`config.mk`:
```
export PLATFORM = sky130hd
export DESIGN_NAME = tcc_timer_chain
export DESIGN_NICKNAME = d
export VERILOG_FILES = /design/src/design/tcc_pkg.sv /design/src/design/tcc_tmr_if.sv /design/src/design/tcc_down_timer.sv /design/src/design/tcc_timer_chain.sv
export SDC_FILE = /design/constraint.sdc
export NUM_CORES = 1
export LEC_CHECK = 0
export ABC_AREA = 1
export BUFFER_PORTS_ARGS = -buffer_cell sky130_fd_sc_hd__buf_2
export CORE_MARGIN = 1.5
export CORE_UTILIZATION = 55
export DETAILED_ROUTE_END_ITERATION = 10
export MAX_ROUTING_LAYER = met4
export PLACE_DENSITY = 0.82
export SETUP_SLACK_MARGIN = 0.3
export SLEW_MARGIN = 20
export SYNTH_ARGS = -nofsm -noshare
export SYNTH_HDL_FRONTEND = slang
export SYNTH_SLANG_ARGS = --single-unit
```
`constraint.sdc`:
```
create_clock -name pclk -period 4.4 [get_ports pclk]
set_input_delay 0.88 -clock pclk [delete_from_list [all_inputs] [get_ports pclk]]
set_output_delay 0.88 -clock pclk [all_outputs]
set_load 0.05 [all_outputs]
```
`src/design/tcc_pkg.sv`:
```
// shared constants and types for the timer chain block
package tcc_pkg;

  // ---------------------------------------------------------------
  // bus and register map
  // ---------------------------------------------------------------
  localparam int APB_AW = 12;                     // apb address width
  localparam logic [11:0] ADDR_LATCH0 = 12'h000;  // timer 1 latch
  localparam logic [11:0] ADDR_STRIDE = 12'h004;  // word stride
  localparam logic [11:0] ADDR_CTRL = 12'h018;    // extra control bits
  localparam logic [11:0] ADDR_REQ = 12'h01c;     // requests and state
  localparam logic [11:0] ADDR_MODE1 = 12'h0f4;   // timer_mode_one

  // ---------------------------------------------------------------
  // reset values
  // ---------------------------------------------------------------
  localparam logic [7:0] RST_MODE1 = 8'h00;       // all sources div16
  localparam logic [7:0] RST_T3 = 8'hff;          // timer 3 preload
  localparam logic [7:0] RST_T4 = 8'h07;          // timer 4 preload
  localparam logic [7:0] RST_LATCH = 8'h00;       // other timers
  localparam logic [4:0] RST_CTRL = 5'h00;        // extra control

  // ---------------------------------------------------------------
  // timer_mode_one fields
  // ---------------------------------------------------------------
  localparam int T1_SRC_SEL_A = 0;
  localparam int T2_SRC_SEL_A = 1;
  localparam int T1_HALT = 2;
  localparam int T2_HALT = 3;
  localparam int T2_SRC_SEL_B = 4;
  localparam int T1_SRC_SEL_B = 5;
  localparam int T5_SRC_SEL = 6;
  localparam int T6_SRC_SEL = 7;

  // ---------------------------------------------------------------
  // control register fields
  // ---------------------------------------------------------------
  localparam int CTL_SUB_OSC = 0;      // sub_osc_select
  localparam int CTL_T3_ALT_A = 1;     // timer mode two bit 0
  localparam int CTL_T3_ALT_B = 2;     // port three direction bit 6
  localparam int CTL_PIN_SEL = 3;      // port three direction bit 7
  localparam int CTL_T5_CHAIN = 4;     // timer 5 counts an overflow

  // ---------------------------------------------------------------
  // request register fields and prescaler
  // ---------------------------------------------------------------
  localparam int REQ_RESET_HELD = 6;   // internal reset still held
  localparam int REQ_STOPPED = 7;      // internal stop state
  localparam int PRE_W = 12;           // divide by 4096
  localparam int DIV16_W = 4;          // divide by 16
  localparam int NUM_TMR = 6;          // timers 1 to 6

  // chain state, one-hot
  typedef enum logic [2:0] {
    ST_WAIT = 3'b001,
    ST_RUN = 3'b010,
    ST_STOP = 3'b100
  } tcc_state_t;

endpackage

```
`src/design/tcc_tmr_if.sv`:
```
// carrier between the chain logic and one down counter
`timescale 1ns/100ps
`default_nettype none
interface tcc_tmr_if #(parameter int W = 8);
  logic tick;            // one count pulse
  logic load;            // load latch and counter
  logic [W-1:0] load_val; // value to load
  logic [W-1:0] count;   // counter value
  logic ovf;             // underflow pulse
  modport ctl (output tick, load, load_val, input count, ovf);
  modport tmr (input tick, load, load_val, output count, ovf);
endinterface
`default_nettype wire

```
`src/design/tcc_down_timer.sv`:
```
// one reloading down counter with latch
`timescale 1ns/100ps
`default_nettype none
module tcc_down_timer #(
  parameter int W = 8,
  parameter logic [W-1:0] RST_VAL = '0
) (
  input wire logic pclk,    // system clock
  input wire logic presetn, // async reset, low
  tcc_tmr_if.tmr t          // control and status
);

  // ---------------------------------------------------------------
  // parameter check
  // ---------------------------------------------------------------
  if (W < 2) begin : g_bad_w
    $error("timer width below two bits");
  end

  logic [W-1:0] latch; // reload value

  // underflow on the pulse after zero
  assign t.ovf = t.tick && !t.load && (t.count == '0);

  // latch follows every load
  always_ff @(posedge pclk or negedge presetn) begin
    if (!presetn) begin
      latch <= RST_VAL;
    end else if (t.load) begin
      latch <= t.load_val;
    end
  end

  // counter: load wins, else count down and reload
  always_ff @(posedge pclk or negedge presetn) begin
    if (!presetn) begin
      t.count <= RST_VAL;
    end else if (t.load) begin
      t.count <= t.load_val;
    end else if (t.tick) begin
      if (t.count == '0) begin
        t.count <= latch;
      end else begin
        t.count <= t.count - 1'b1;
      end
    end
  end
endmodule
`default_nettype wire

```
`src/design/tcc_timer_chain.sv`:
```
// six 8-bit timers with oscillator wait chain and apb registers
//
// Design decision made here: register access over APB.
`timescale 1ns/100ps
`default_nettype none

// Functional notes
// - mode bit 7: timer 6 div16 or t5
// - timer 5 prescales timer 6 when chained
// - timer 6 overflow raises its request
// - reset chains 3-4, loads ff/07, div16
// - internal reset held until timer 4 overflow
// - stop chains 3-4, loads ff/07, keeps source
// - stop state ends at timer 4 overflow
// - sub oscillator select replaces main oscillator
// - pin select bit routes external clock
// - mode bit 0: timer 1 div16 or bit5
// - mode bit 5: div4096 or external pin
// - mode bit 1: timer 2 bit4 or pin
// - mode bit 4: div16 or timer 1 overflow
// - mode bits 2,3 halt timers 1,2
// - mode bit 6: timer 5 from t2 or t4
// - down count, divide n+1, write loads
// - overflow after zero sets request bit
module tcc_timer_chain (
  input wire logic pclk,                  // system clock
  input wire logic presetn,               // async reset, low
  input wire logic [11:0] paddr,          // apb address
  input wire logic psel,                  // apb select
  input wire logic penable,               // apb enable
  input wire logic pwrite,                // apb direction
  input wire logic [31:0] pwdata,         // apb write data
  output logic [31:0] prdata,             // apb read data
  output logic pready,                    // apb ready
  output logic pslverr,                   // apb error
  input wire logic main_osc,              // main oscillator pin
  input wire logic sub_osc,               // sub oscillator pin
  input wire logic ext_timer_clk_pin_a,   // external clock, pin a
  input wire logic ext_timer_clk_pin_b,   // external clock, pin b
  input wire logic stop_instruction,      // stop executed, pulse
  output logic [5:0] timer_req,           // sticky overflow requests
  output logic internal_reset_n,          // internal reset, low
  output logic clock_connected            // internal clock running
);

  // ---------------------------------------------------------------
  // declarations
  // ---------------------------------------------------------------
  logic [7:0] timer_mode_one;             // mode register
  logic [4:0] ctrl;                       // extra control bits
  tcc_pkg::tcc_state_t state;             // chain state
  tcc_pkg::tcc_state_t next_state;        // next chain state
  logic [3:0] sync_a;                     // first sync stage
  logic [3:0] sync_b;                     // second sync stage
  logic [3:0] sync_c;                     // edge history
  logic [3:0] rise;                       // synced rising edges
  logic [tcc_pkg::PRE_W-1:0] pre;         // oscillator prescaler
  logic base_tick;                        // selected oscillator edge
  logic div16;                            // oscillator / 16
  logic div4096;                          // oscillator / 4096
  logic ext_tick;                         // external pin edge
  logic t3_src;                           // timer 3 chosen source
  logic chain;                            // timers 3 and 4 chained
  logic force_load;                       // preload timers 3 and 4
  logic [5:0] tick;                       // count pulses
  logic [5:0] load;                       // load strobes
  logic [7:0] load_val [6];               // load values
  logic [7:0] count [6];                  // counter values
  logic [5:0] ovf;                        // overflow pulses
  logic wr;                               // apb write strobe
  logic first;                            // first cycle after reset

  // ---------------------------------------------------------------
  // functions
  // ---------------------------------------------------------------
  // latch index of an address, or 7 when not a latch
  function automatic logic [2:0] latch_idx(input logic [11:0] a);
    logic [2:0] r;
    r = 3'd7;
    for (int i = 0; i < tcc_pkg::NUM_TMR; i++) begin
      if (a == tcc_pkg::ADDR_LATCH0 + 12'(i) * tcc_pkg::ADDR_STRIDE) begin
        r = 3'(i);
      end
    end
    return r;
  endfunction

  // address decodes to a register
  function automatic logic mapped(input logic [11:0] a);
    return latch_idx(a) != 3'd7 || a == tcc_pkg::ADDR_CTRL ||
      a == tcc_pkg::ADDR_REQ || a == tcc_pkg::ADDR_MODE1;
  endfunction

  // ---------------------------------------------------------------
  // apb slave, no wait states
  // ---------------------------------------------------------------
  assign pready = 1'b1;
  assign pslverr = psel && penable && !mapped(paddr);
  assign wr = psel && penable && pwrite && mapped(paddr);

  // read data captured in the setup cycle
  always_ff @(posedge pclk or negedge presetn) begin
    if (!presetn) begin
      prdata <= 32'h0000_0000;
    end else if (psel && !penable) begin
      prdata <= 32'h0000_0000;
      if (latch_idx(paddr) != 3'd7) begin
        prdata[7:0] <= count[latch_idx(paddr)];
      end else if (paddr == tcc_pkg::ADDR_CTRL) begin
        prdata[4:0] <= ctrl;
      end else if (paddr == tcc_pkg::ADDR_REQ) begin
        prdata[5:0] <= timer_req;
        prdata[tcc_pkg::REQ_RESET_HELD] <= state == tcc_pkg::ST_WAIT;
        prdata[tcc_pkg::REQ_STOPPED] <= state == tcc_pkg::ST_STOP;
      end else if (paddr == tcc_pkg::ADDR_MODE1) begin
        prdata[7:0] <= timer_mode_one;
      end
    end
  end

  // mode register
  always_ff @(posedge pclk or negedge presetn) begin
    if (!presetn) begin
      timer_mode_one <= tcc_pkg::RST_MODE1;
    end else if (wr && paddr == tcc_pkg::ADDR_MODE1) begin
      timer_mode_one <= pwdata[7:0];
    end
  end

  // control register
  always_ff @(posedge pclk or negedge presetn) begin
    if (!presetn) begin
      ctrl <= tcc_pkg::RST_CTRL;
    end else if (wr && paddr == tcc_pkg::ADDR_CTRL) begin
      ctrl <= pwdata[4:0];
    end
  end

  // requests: overflow sets, writing zero clears, set wins
  always_ff @(posedge pclk or negedge presetn) begin
    if (!presetn) begin
      timer_req <= 6'h00;
    end else begin
      for (int i = 0; i < tcc_pkg::NUM_TMR; i++) begin
        if (ovf[i]) begin
          timer_req[i] <= 1'b1;
        end else if (wr && paddr == tcc_pkg::ADDR_REQ && !pwdata[i]) begin
          timer_req[i] <= 1'b0;
        end
      end
    end
  end

  // ---------------------------------------------------------------
  // pin synchronisers and edge detect
  // ---------------------------------------------------------------
  always_ff @(posedge pclk or negedge presetn) begin
    if (!presetn) begin
      sync_a <= 4'h0;
      sync_b <= 4'h0;
      sync_c <= 4'h0;
    end else begin
      sync_a <= {ext_timer_clk_pin_b, ext_timer_clk_pin_a, sub_osc,
                 main_osc};
      sync_b <= sync_a;
      sync_c <= sync_b;
    end
  end
  assign rise = sync_b & ~sync_c;

  // sub oscillator replaces main when selected
  assign base_tick = ctrl[tcc_pkg::CTL_SUB_OSC] ? rise[1] : rise[0];
  // pin select bit picks one of two pins
  assign ext_tick = ctrl[tcc_pkg::CTL_PIN_SEL] ? rise[3] : rise[2];

  // ---------------------------------------------------------------
  // oscillator prescaler
  // ---------------------------------------------------------------
  always_ff @(posedge pclk or negedge presetn) begin
    if (!presetn) begin
      pre <= '0;
    end else if (base_tick) begin
      pre <= pre + 1'b1;
    end
  end
  assign div16 = base_tick && (&pre[tcc_pkg::DIV16_W-1:0]);
  assign div4096 = base_tick && (&pre);

  // ---------------------------------------------------------------
  // count source selection
  // ---------------------------------------------------------------
  assign chain = state != tcc_pkg::ST_RUN;
  // at reset div16 is forced; on stop the programmed source stays
  assign t3_src = (state == tcc_pkg::ST_WAIT) ? div16 :
    ((ctrl[tcc_pkg::CTL_T3_ALT_A] || ctrl[tcc_pkg::CTL_T3_ALT_B]) ?
     rise[1] : div16);

  always_comb begin
    // timer 1
    if (timer_mode_one[tcc_pkg::T1_HALT]) begin
      tick[0] = 1'b0;
    end else if (timer_mode_one[tcc_pkg::T1_SRC_SEL_A]) begin
      tick[0] = timer_mode_one[tcc_pkg::T1_SRC_SEL_B] ?
        ext_tick : div4096;
    end else begin
      tick[0] = div16;
    end
    // timer 2
    if (timer_mode_one[tcc_pkg::T2_HALT]) begin
      tick[1] = 1'b0;
    end else if (timer_mode_one[tcc_pkg::T2_SRC_SEL_A]) begin
      tick[1] = ext_tick;
    end else begin
      tick[1] = timer_mode_one[tcc_pkg::T2_SRC_SEL_B] ?
        ovf[0] : div16;
    end
    // timers 3 and 4: timer 3 overflow clocks timer 4 in the chain
    tick[2] = t3_src;
    tick[3] = chain ? ovf[2] : div16;
    // timer 5: chained overflow or div16
    if (ctrl[tcc_pkg::CTL_T5_CHAIN]) begin
      tick[4] = timer_mode_one[tcc_pkg::T5_SRC_SEL] ?
        ovf[3] : ovf[1];
    end else begin
      tick[4] = div16;
    end
    // timer 6: timer 5 acts as prescaler when chosen
    tick[5] = timer_mode_one[tcc_pkg::T6_SRC_SEL] ?
      ovf[4] : div16;
  end

  // ---------------------------------------------------------------
  // chain state machine
  // ---------------------------------------------------------------
  always_comb begin
    next_state = state;
    unique case (state)
      tcc_pkg::ST_WAIT: begin
        if (ovf[3]) begin
          next_state = tcc_pkg::ST_RUN;
        end
      end
      tcc_pkg::ST_RUN: begin
        if (stop_instruction) begin
          next_state = tcc_pkg::ST_STOP;
        end
      end
      tcc_pkg::ST_STOP: begin
        if (ovf[3]) begin
          next_state = tcc_pkg::ST_RUN;
        end
      end
      default: begin
        next_state = tcc_pkg::ST_WAIT;
      end
    endcase
  end

  always_ff @(posedge pclk or negedge presetn) begin
    if (!presetn) begin
      state <= tcc_pkg::ST_WAIT;
    end else begin
      state <= next_state;
    end
  end

  // flag for the first cycle after reset release
  always_ff @(posedge pclk or negedge presetn) begin
    if (!presetn) begin
      first <= 1'b1;
    end else begin
      first <= 1'b0;
    end
  end

  assign internal_reset_n = state != tcc_pkg::ST_WAIT;
  assign clock_connected = state == tcc_pkg::ST_RUN;
  assign force_load = stop_instruction && state == tcc_pkg::ST_RUN;

  // ---------------------------------------------------------------
  // timers
  // ---------------------------------------------------------------
  for (genvar g = 0; g < tcc_pkg::NUM_TMR; g++) begin : g_tmr
    localparam logic [7:0] RV = (g == 2) ? tcc_pkg::RST_T3 :
      (g == 3) ? tcc_pkg::RST_T4 : tcc_pkg::RST_LATCH;
    tcc_tmr_if #(.W(8)) u_if ();
    assign load[g] = (wr && latch_idx(paddr) == 3'(g)) ||
      (force_load && (g == 2 || g == 3));
    assign load_val[g] = (force_load && (g == 2 || g == 3)) ? RV :
      pwdata[7:0];
    assign u_if.tick = tick[g];
    assign u_if.load = load[g];
    assign u_if.load_val = load_val[g];
    assign count[g] = u_if.count;
    assign ovf[g] = u_if.ovf;
    tcc_down_timer #(.W(8), .RST_VAL(RV)) u_tmr (
      .pclk(pclk),
      .presetn(presetn),
      .t(u_if.tmr)
    );
  end
endmodule
`default_nettype wire

```
==> impl_metrics.json, run 1 <==
{
  "ios": 96,
  "cpPeakStageDelay_ps": 490,
  "vias": 7701,
  "core_area_um2": 14700,
  "p_comb_frac": 0.264,
  "synth-compound-area-share": 0.185,
  "synth.yosys.seq_area_share": 0.451,
  "clock_sinks": 150,
  "cts_resized": 0,
  "grt_pass1_vias": 7176,
  "most-common-layout-cells": "244 x nand2_1, 137 x o21ai_0, 135 x inv_1, 127 x dfrtp_1, 80 x nor2_1",
  "grt_pass1_wl_um": 36800,
  "cts_hold_buf": 0,
  "rsz0062_at_grt": "false",
  "grt_most_used_layer": "met2",
  "path_class": "in2reg",
  "synth_edf_count": 0,
  "hold_path.class": "reg2reg",
  "drive_above_1_share": 0.120,
  "holdWs_ps": 348,
  "cap_violations": 0,
  "clkPwrFrac": 0.317,
  "dieArea_um2": 16000,
  "fin_setup_tns_ps": 0,
  "antenna_left": 0,
  "path_max_fanout": 15,
  "tightest_slew_ps": 1100,
  "final.setup_skew_ps": 10.4,
  "firstDrtPassIters": 6,
  "setup_violations": 0,
  "die_w_um": 127,
  "netlist_instances": 1063,
  "cts_setup_buffers": 0,
  "layout_commonest_cell": "nand2_1",
  "slew_headroom": 0.262,
  "htreeDepth": 4,
  "cts-root-buf": "clkbuf_16",
  "peakVddDrop_mv": 0.370,
  "overflow": 0,
  "routedWlPerCell_um": 17.6,
  "power.switching_mw": 1.74,
  "clock_path_buffers": 2,
  "cts_buffers": 17,
  "drc": 0,
  "gr-usage-all-layers": 0.308,
  "synthSimpleGateAreaFrac": 0.223,
  "gp_congestion": 0.964,
  "die_h_um": 127,
  "required_ps": 4720,
  "cts_tree": "yes",
  "initial_core_util": 0.571,
  "antenna_found_initial": 0,
  "dpl.hpwl_um": 15900,
  "synth_seq_cells": 150,
  "async_flop_share": 1.00,
  "powerDensity_nw_per_um2": 497,
  "avgSynthCellArea_um2": 7.90,
  "numPortBuffers": 46,
  "crit_slowest_cell": "nor3_4",
  "fin_nets": 1176,
  "finalWirelength_um": 22900,
  "area_delta_synth_final_pct": 10.9,
  "fmax_mhz": 297,
  "viasPerCell": 5.90,
  "maxSlewViolCount": 0,
  "arrival_ps": 3690,
  "min_period_over_period": 0.766,
  "worstPathCellList": "buf_2 -> nor2_1 -> nand2_1 -> nor3_4 -> nor2_4 -> a21boi_4 -> nand2_2 -> nand2_2 -> inv_4 -> nand4_4 -> nand2_2 -> nand2_1 -> nand2_2 -> nand4_2 -> nand2_2 -> nand2_4 -> nand2_4 -> nand2_1 -> nand2_1",
  "synthMuxAreaShare": 0,
  "n_antenna_cell": 0,
  "ys_types": 45,
  "drt-initial-drc-count": 965,
  "syn_area_um2": 8390,
  "grt_max_degree": 78,
  "crit_path_end_kind": "flop",
  "sw_frac_of_total": 0.376,
  "crit_top_cell": "nand2_2",
  "synth_top_family_by_area": "simple AND/OR/NAND/NOR gates",
  "gr-usage-met3": 0.0675,
  "total_leakage_power_nw": 4.51,
  "synth_top_flop_cell": "dfrtp_1",
  "yosysWarningCount": 0,
  "synthXorXnorAreaFrac": 0.0230,
  "insertion_delay_ps": 440,
  "clkTransAtPathRegs_ps": 60,
  "grtUsageMet2": 0.463,
  "rows": 44,
  "synthAdderAreaFrac": 0.0194,
  "cellInternalPower_mw": 2.89,
  "status": "finished, final reports clean",
  "start_kind": "input pin",
  "use_met1": 0.403,
  "period_needed_ps": 3370,
  "p_seq_frac": 0.419,
  "hold_viol": 0
}
[synth_stat cells (2+ instances only)]
cell type	number	share of area
nor2_2	3	0.0022
o211ai_1	23	0.021
xor2_1	17	0.018
a21oi_1	16	0.0095
a221oi_1	4	0.0042
o221ai_1	29	0.030
nor2_1	80	0.036
nand3_2	3	0.0036
xnor2_1	5	0.0052
o21ai_0	137	0.082
clkinv_1	3	0.0013
a22oi_1	2	0.0018
nor2_4	2	0.0027
nand3_1	47	0.028
buf_4	25	0.022
buf_2	2	0.0012
nand4_1	18	0.013
nand2_1	244	0.11
dfstp_2	23	0.072
conb_1	2	0.00089
nor3_1	14	0.0083
nand2_4	3	0.0040
inv_2	5	0.0022
a31oi_1	12	0.0089
inv_1	135	0.060
o21a_1	2	0.0018
clkbuf_1	18	0.0080
a41oi_1	4	0.0042
dfrtp_1	127	0.38
o22ai_1	24	0.018
ha_1	13	0.019
nand2_2	8	0.0060
[flip-flops by register name, summed over array words and instances, names as in the netlist]
signal               flops
ctrl                     5
sync_b                   4
g_tmr.u_tmr.t.count     48
pre                     12
state                    3
sync_c                   4
timer_req                6
timer_mode_one           8
g_tmr.u_tmr.latch       48
sync_a                   4
prdata                   8
[power by group through the flow]
stage	registers, mW	logic (mW)	clock network (mW)
after floorplan	1.96	0.863	0
after global placement	1.94	1.17	0
after detailed placement	1.95	1.19	0
after CTS	1.93	1.21	1.49
after global routing	1.97	1.37	1.53
final	1.94	1.22	1.47
[metrics by stage]
step | utilization | setup WS, ps | instance area, µm² | instances | power (mW)
2_1_floorplan | - | 1260 | 8480 | 1086 | 2.83
3_3_place_gp | 0.593 | 680 | 8710 | 1274 | 3.11
3_5_place_dp | 0.593 | 645 | 8710 | 1274 | 3.14
4_1_cts | 0.633 | 1040 | 9310 | 1306 | 4.62
5_1_grt | 0.633 | 780 | 9310 | 1306 | 4.87
6_report | 0.633 | 1030 | 9310 | 1306 | 4.63
[path summary, 6_finish.rpt]
check | from | to | slack [ps] | cells after the start
worst max-delay path | paddr[9] | g_tmr[5].u_tmr.t.count[1]$_DFFE_PN0P_ | 1030 | 19
worst min-delay path | sync_a[2]$_DFF_PN0_ | sync_b[2]$_DFF_PN0_ | 350 | 0
worst max register to register | ctrl[0]$_DFFE_PN0P_ | g_tmr[4].u_tmr.t.count[4]$_DFFE_PN0P_ | 1330 | 15
worst min register to register | sync_a[2]$_DFF_PN0_ | sync_b[2]$_DFF_PN0_ | 350 | 0
max in group asynchronous | presetn | g_tmr[0].u_tmr.t.count[5]$_DFFE_PN0P_ | 3080 | 2
min in group asynchronous | presetn | state[2]$_DFFE_PN0P_ | 470 | 1
[routing by layer]
metal,vias to the layer above,routed length [µm]
li1,3622,-
met1,3689,9980
met2,330,10500
met3,60,1740
met4,0,744
met5,-,0
[critical path, delay by kind of cell]
family | cells | cell delay (ps)
AOI/OAI and AO/OA | 1 | 320
buffers and inverters | 2 | 240
and+or+nand+nor | 16 | 2250
[layout make-up]
type,instances,area [µm²]
clock buffers,17,425
well taps,184,230
multi-input cells,746,3880
repair buffers,50,279
flip-flops and latches,150,3780
fillers,1304,5390
inverters,144,543
clock inverters,15,171
[cell families (layout without fill, tap and decap cells)]
group / count (synthesis) / in the layout
AO/OA/AOI/OAI: 256 / 256
XOR/XNOR: 22 / 22
adder cells (fa/ha/maj): 13 / 13
buffers and inverters: 190 / 226
flip-flops: 150 / 150
other: 2 / 25
AND/OR/NAND/NOR: 430 / 430
(Power assumes the default switching activity.)
==> inputs of run 2 (changes only) <==
==> constraint.sdc (replaced) <==
create_clock -name pclk -period 3.5 [get_ports pclk]
set_input_delay 0.7 -clock pclk [delete_from_list [all_inputs] [get_ports pclk]]
set_output_delay 0.7 -clock pclk [all_outputs]
set_load 0.05 [all_outputs]
==> run 2 against run 1 <==
Against the previous run: worst setup slack worse by 500 ps; non-clock buffer count up 19; core utilization is 0.94 points higher; hold slack got worse by 77 ps; total power increased by 27%; cell count grew 1.5%; clock skew grew 0.69 ps; register-to-register slack worse by 730 ps; largest power group unchanged.
==> impl_metrics.json, run 2 (same netlist as run 1, synthesis figures left out) <==
{
  "routedWlPerCell_um": 17.1,
  "worstPathCellList": "buf_2 -> nor2_1 -> nand2_1 -> inv_1 -> nand3_1 -> nand2_2 -> nor2_4 -> nand2_1 -> nor2_1 -> buf_2",
  "fmax_mhz": 337,
  "core_area_um2": 14700,
  "hold_viol": 0,
  "grt_max_degree": 74,
  "gp_congestion": 0.976,
  "clock_sinks": 150,
  "drive_above_1_share": 0.136,
  "clock_path_buffers": 2,
  "finalWirelength_um": 22600,
  "ios": 96,
  "gr-usage-all-layers": 0.304,
  "powerDensity_nw_per_um2": 620,
  "total_power_mw": 5.86,
  "n_antenna_cell": 0,
  "min_period_over_period": 0.848,
  "critPathBufInv": 3,
  "grt_pass1_wl_um": 36600,
  "numPortBuffers": 46,
  "seq_area_um2": 3780,
  "area_delta_synth_final_pct": 12.6,
  "reg_top3": "g_tmr.u_tmr.latch x48, g_tmr.u_tmr.t.count x48, pre x12",
  "die_h_um": 127,
  "cap_violations": 0,
  "dieArea_um2": 16000,
  "cts_tree": "yes",
  "layout_commonest_cell": "nand2_1",
  "htreeDepth": 4,
  "rsz0062_at_grt": "false",
  "most-common-layout-cells": "244 x nand2_1, 137 x o21ai_0, 135 x inv_1, 127 x dfrtp_1, 80 x nor2_1",
  "drc": 0,
  "hold_path.class": "in2async",
  "arrival_ps": 2270,
  "cts_buffers": 17,
  "antenna_left": 0,
  "status": "finished, final reports clean",
  "fill_cells": 1279,
  "fin_setup_tns_ps": 0,
  "required_ps": 2800,
  "insertion_delay_ps": 440,
  "worst_slack_ps": 532,
  "firstDrtPassIters": 5,
  "place_inst": 1293,
  "die_w_um": 127,
  "total_leakage_power_nw": 4.61,
  "final.setup_skew_ps": 11.1,
  "period_needed_ps": 2970,
  "dpl.hpwl_um": 16100,
  "viasPerCell": 5.79,
  "maxSlewViolCount": 0,
  "slew_headroom": 0.505,
  "path_class": "in2out",
  "clkTransAtPathRegs_ps": 60,
  "tightest_slew_ps": 742,
  "start_kind": "input pin",
  "setup_violations": 0,
  "cts_setup_buffers": 0,
  "drt-initial-drc-count": 827,
  "cts-root-buf": "clkbuf_16",
  "grt_pass1_vias": 7190,
  "crit_family": "simple AND/OR/NAND/NOR gates",
  "fin_nets": 1195,
  "post-route-util": 0.643,
  "peakVddDrop_mv": 0.369,
  "multi_input_area_um2": 3880,
  "dp_slack_ps": 248,
  "path_max_fanout": 11,
  "antenna_found_initial": 0,
  "vias": 7677,
  "initial_core_util": 0.571,
  "cpPeakStageDelay_ps": 350,
  "overflow": 0,
  "crit_path_end_kind": "primary output",
  "rows": 44,
  "crit_slowest_cell": "nand2_1",
  "fin_cells": 1325
}
## run 2: cell types whose count changed in the layout (fill, tap and decap cells not counted), sizes merged
cell,previous run,this run
clkinv,7,5
bufinv,0,2
buf,50,69
## run 2: report_power, final
| group | switching, mW | internal, mW |
|---|---|---|
| Combinational | 1.05 | 0.496 |
| Clock | 0.806 | 1.08 |
| Sequential | 0.249 | 2.18 |
## run 2: layer usage
metal / global-route usage / vias to the layer above / share of wire / wire length [µm]
met2: 0.464 / 310 / 0.46 / 10500
met4: 0.129 / 0 / 0.035 / 801
met3: 0.0671 / 51 / 0.072 / 1640
met1: 0.394 / 3662 / 0.43 / 9710
met5: - / - / 0 / 0
li1: - / 3654 / - / -
## run 2: area by class of cell
type,count,share of cell area
multi-input cells,746,0.411
flip-flops and latches,150,0.400
inverters,144,0.0575
clock buffers,17,0.0450
repair buffers,69,0.0433
well taps,184,0.0244
clock inverters,15,0.0185
## run 2: worst paths after layout
kind,start,to,slack (ps),depth (start not counted)
worst max-delay path,paddr[11],pslverr,530,10
worst min-delay path,presetn,g_tmr[3].u_tmr.latch[6]$_DFFE_PN0P_,270,1
worst max register to register,ctrl[0]$_DFFE_PN0P_,g_tmr[1].u_tmr.t.count[6]$_DFFE_PN0P_,600,13
worst min register to register,sync_a[0]$_DFF_PN0_,sync_b[0]$_DFF_PN0_,350,0
max in group asynchronous,presetn,g_tmr[2].u_tmr.latch[7]$_DFFE_PN1P_,2260,2
min in group pclk,sync_a[0]$_DFF_PN0_,sync_b[0]$_DFF_PN0_,350,0
## run 2: repair_timing
item,4_1_cts,5_1_grt
hold buffers,0,0
setup endpoints to repair,0,15
resized for setup,0,1
## run 2: through the flow
| stage | hold WS (ps) | cell area (µm²) |
|---|---|---|
| after global routing | 323 | 9450 |
| after detailed placement | 335 | 8840 |
| after CTS | 307 | 9440 |
| final | 271 | 9450 |
| after floorplan | 331 | 8480 |
| after global placement | 334 | 8840 |
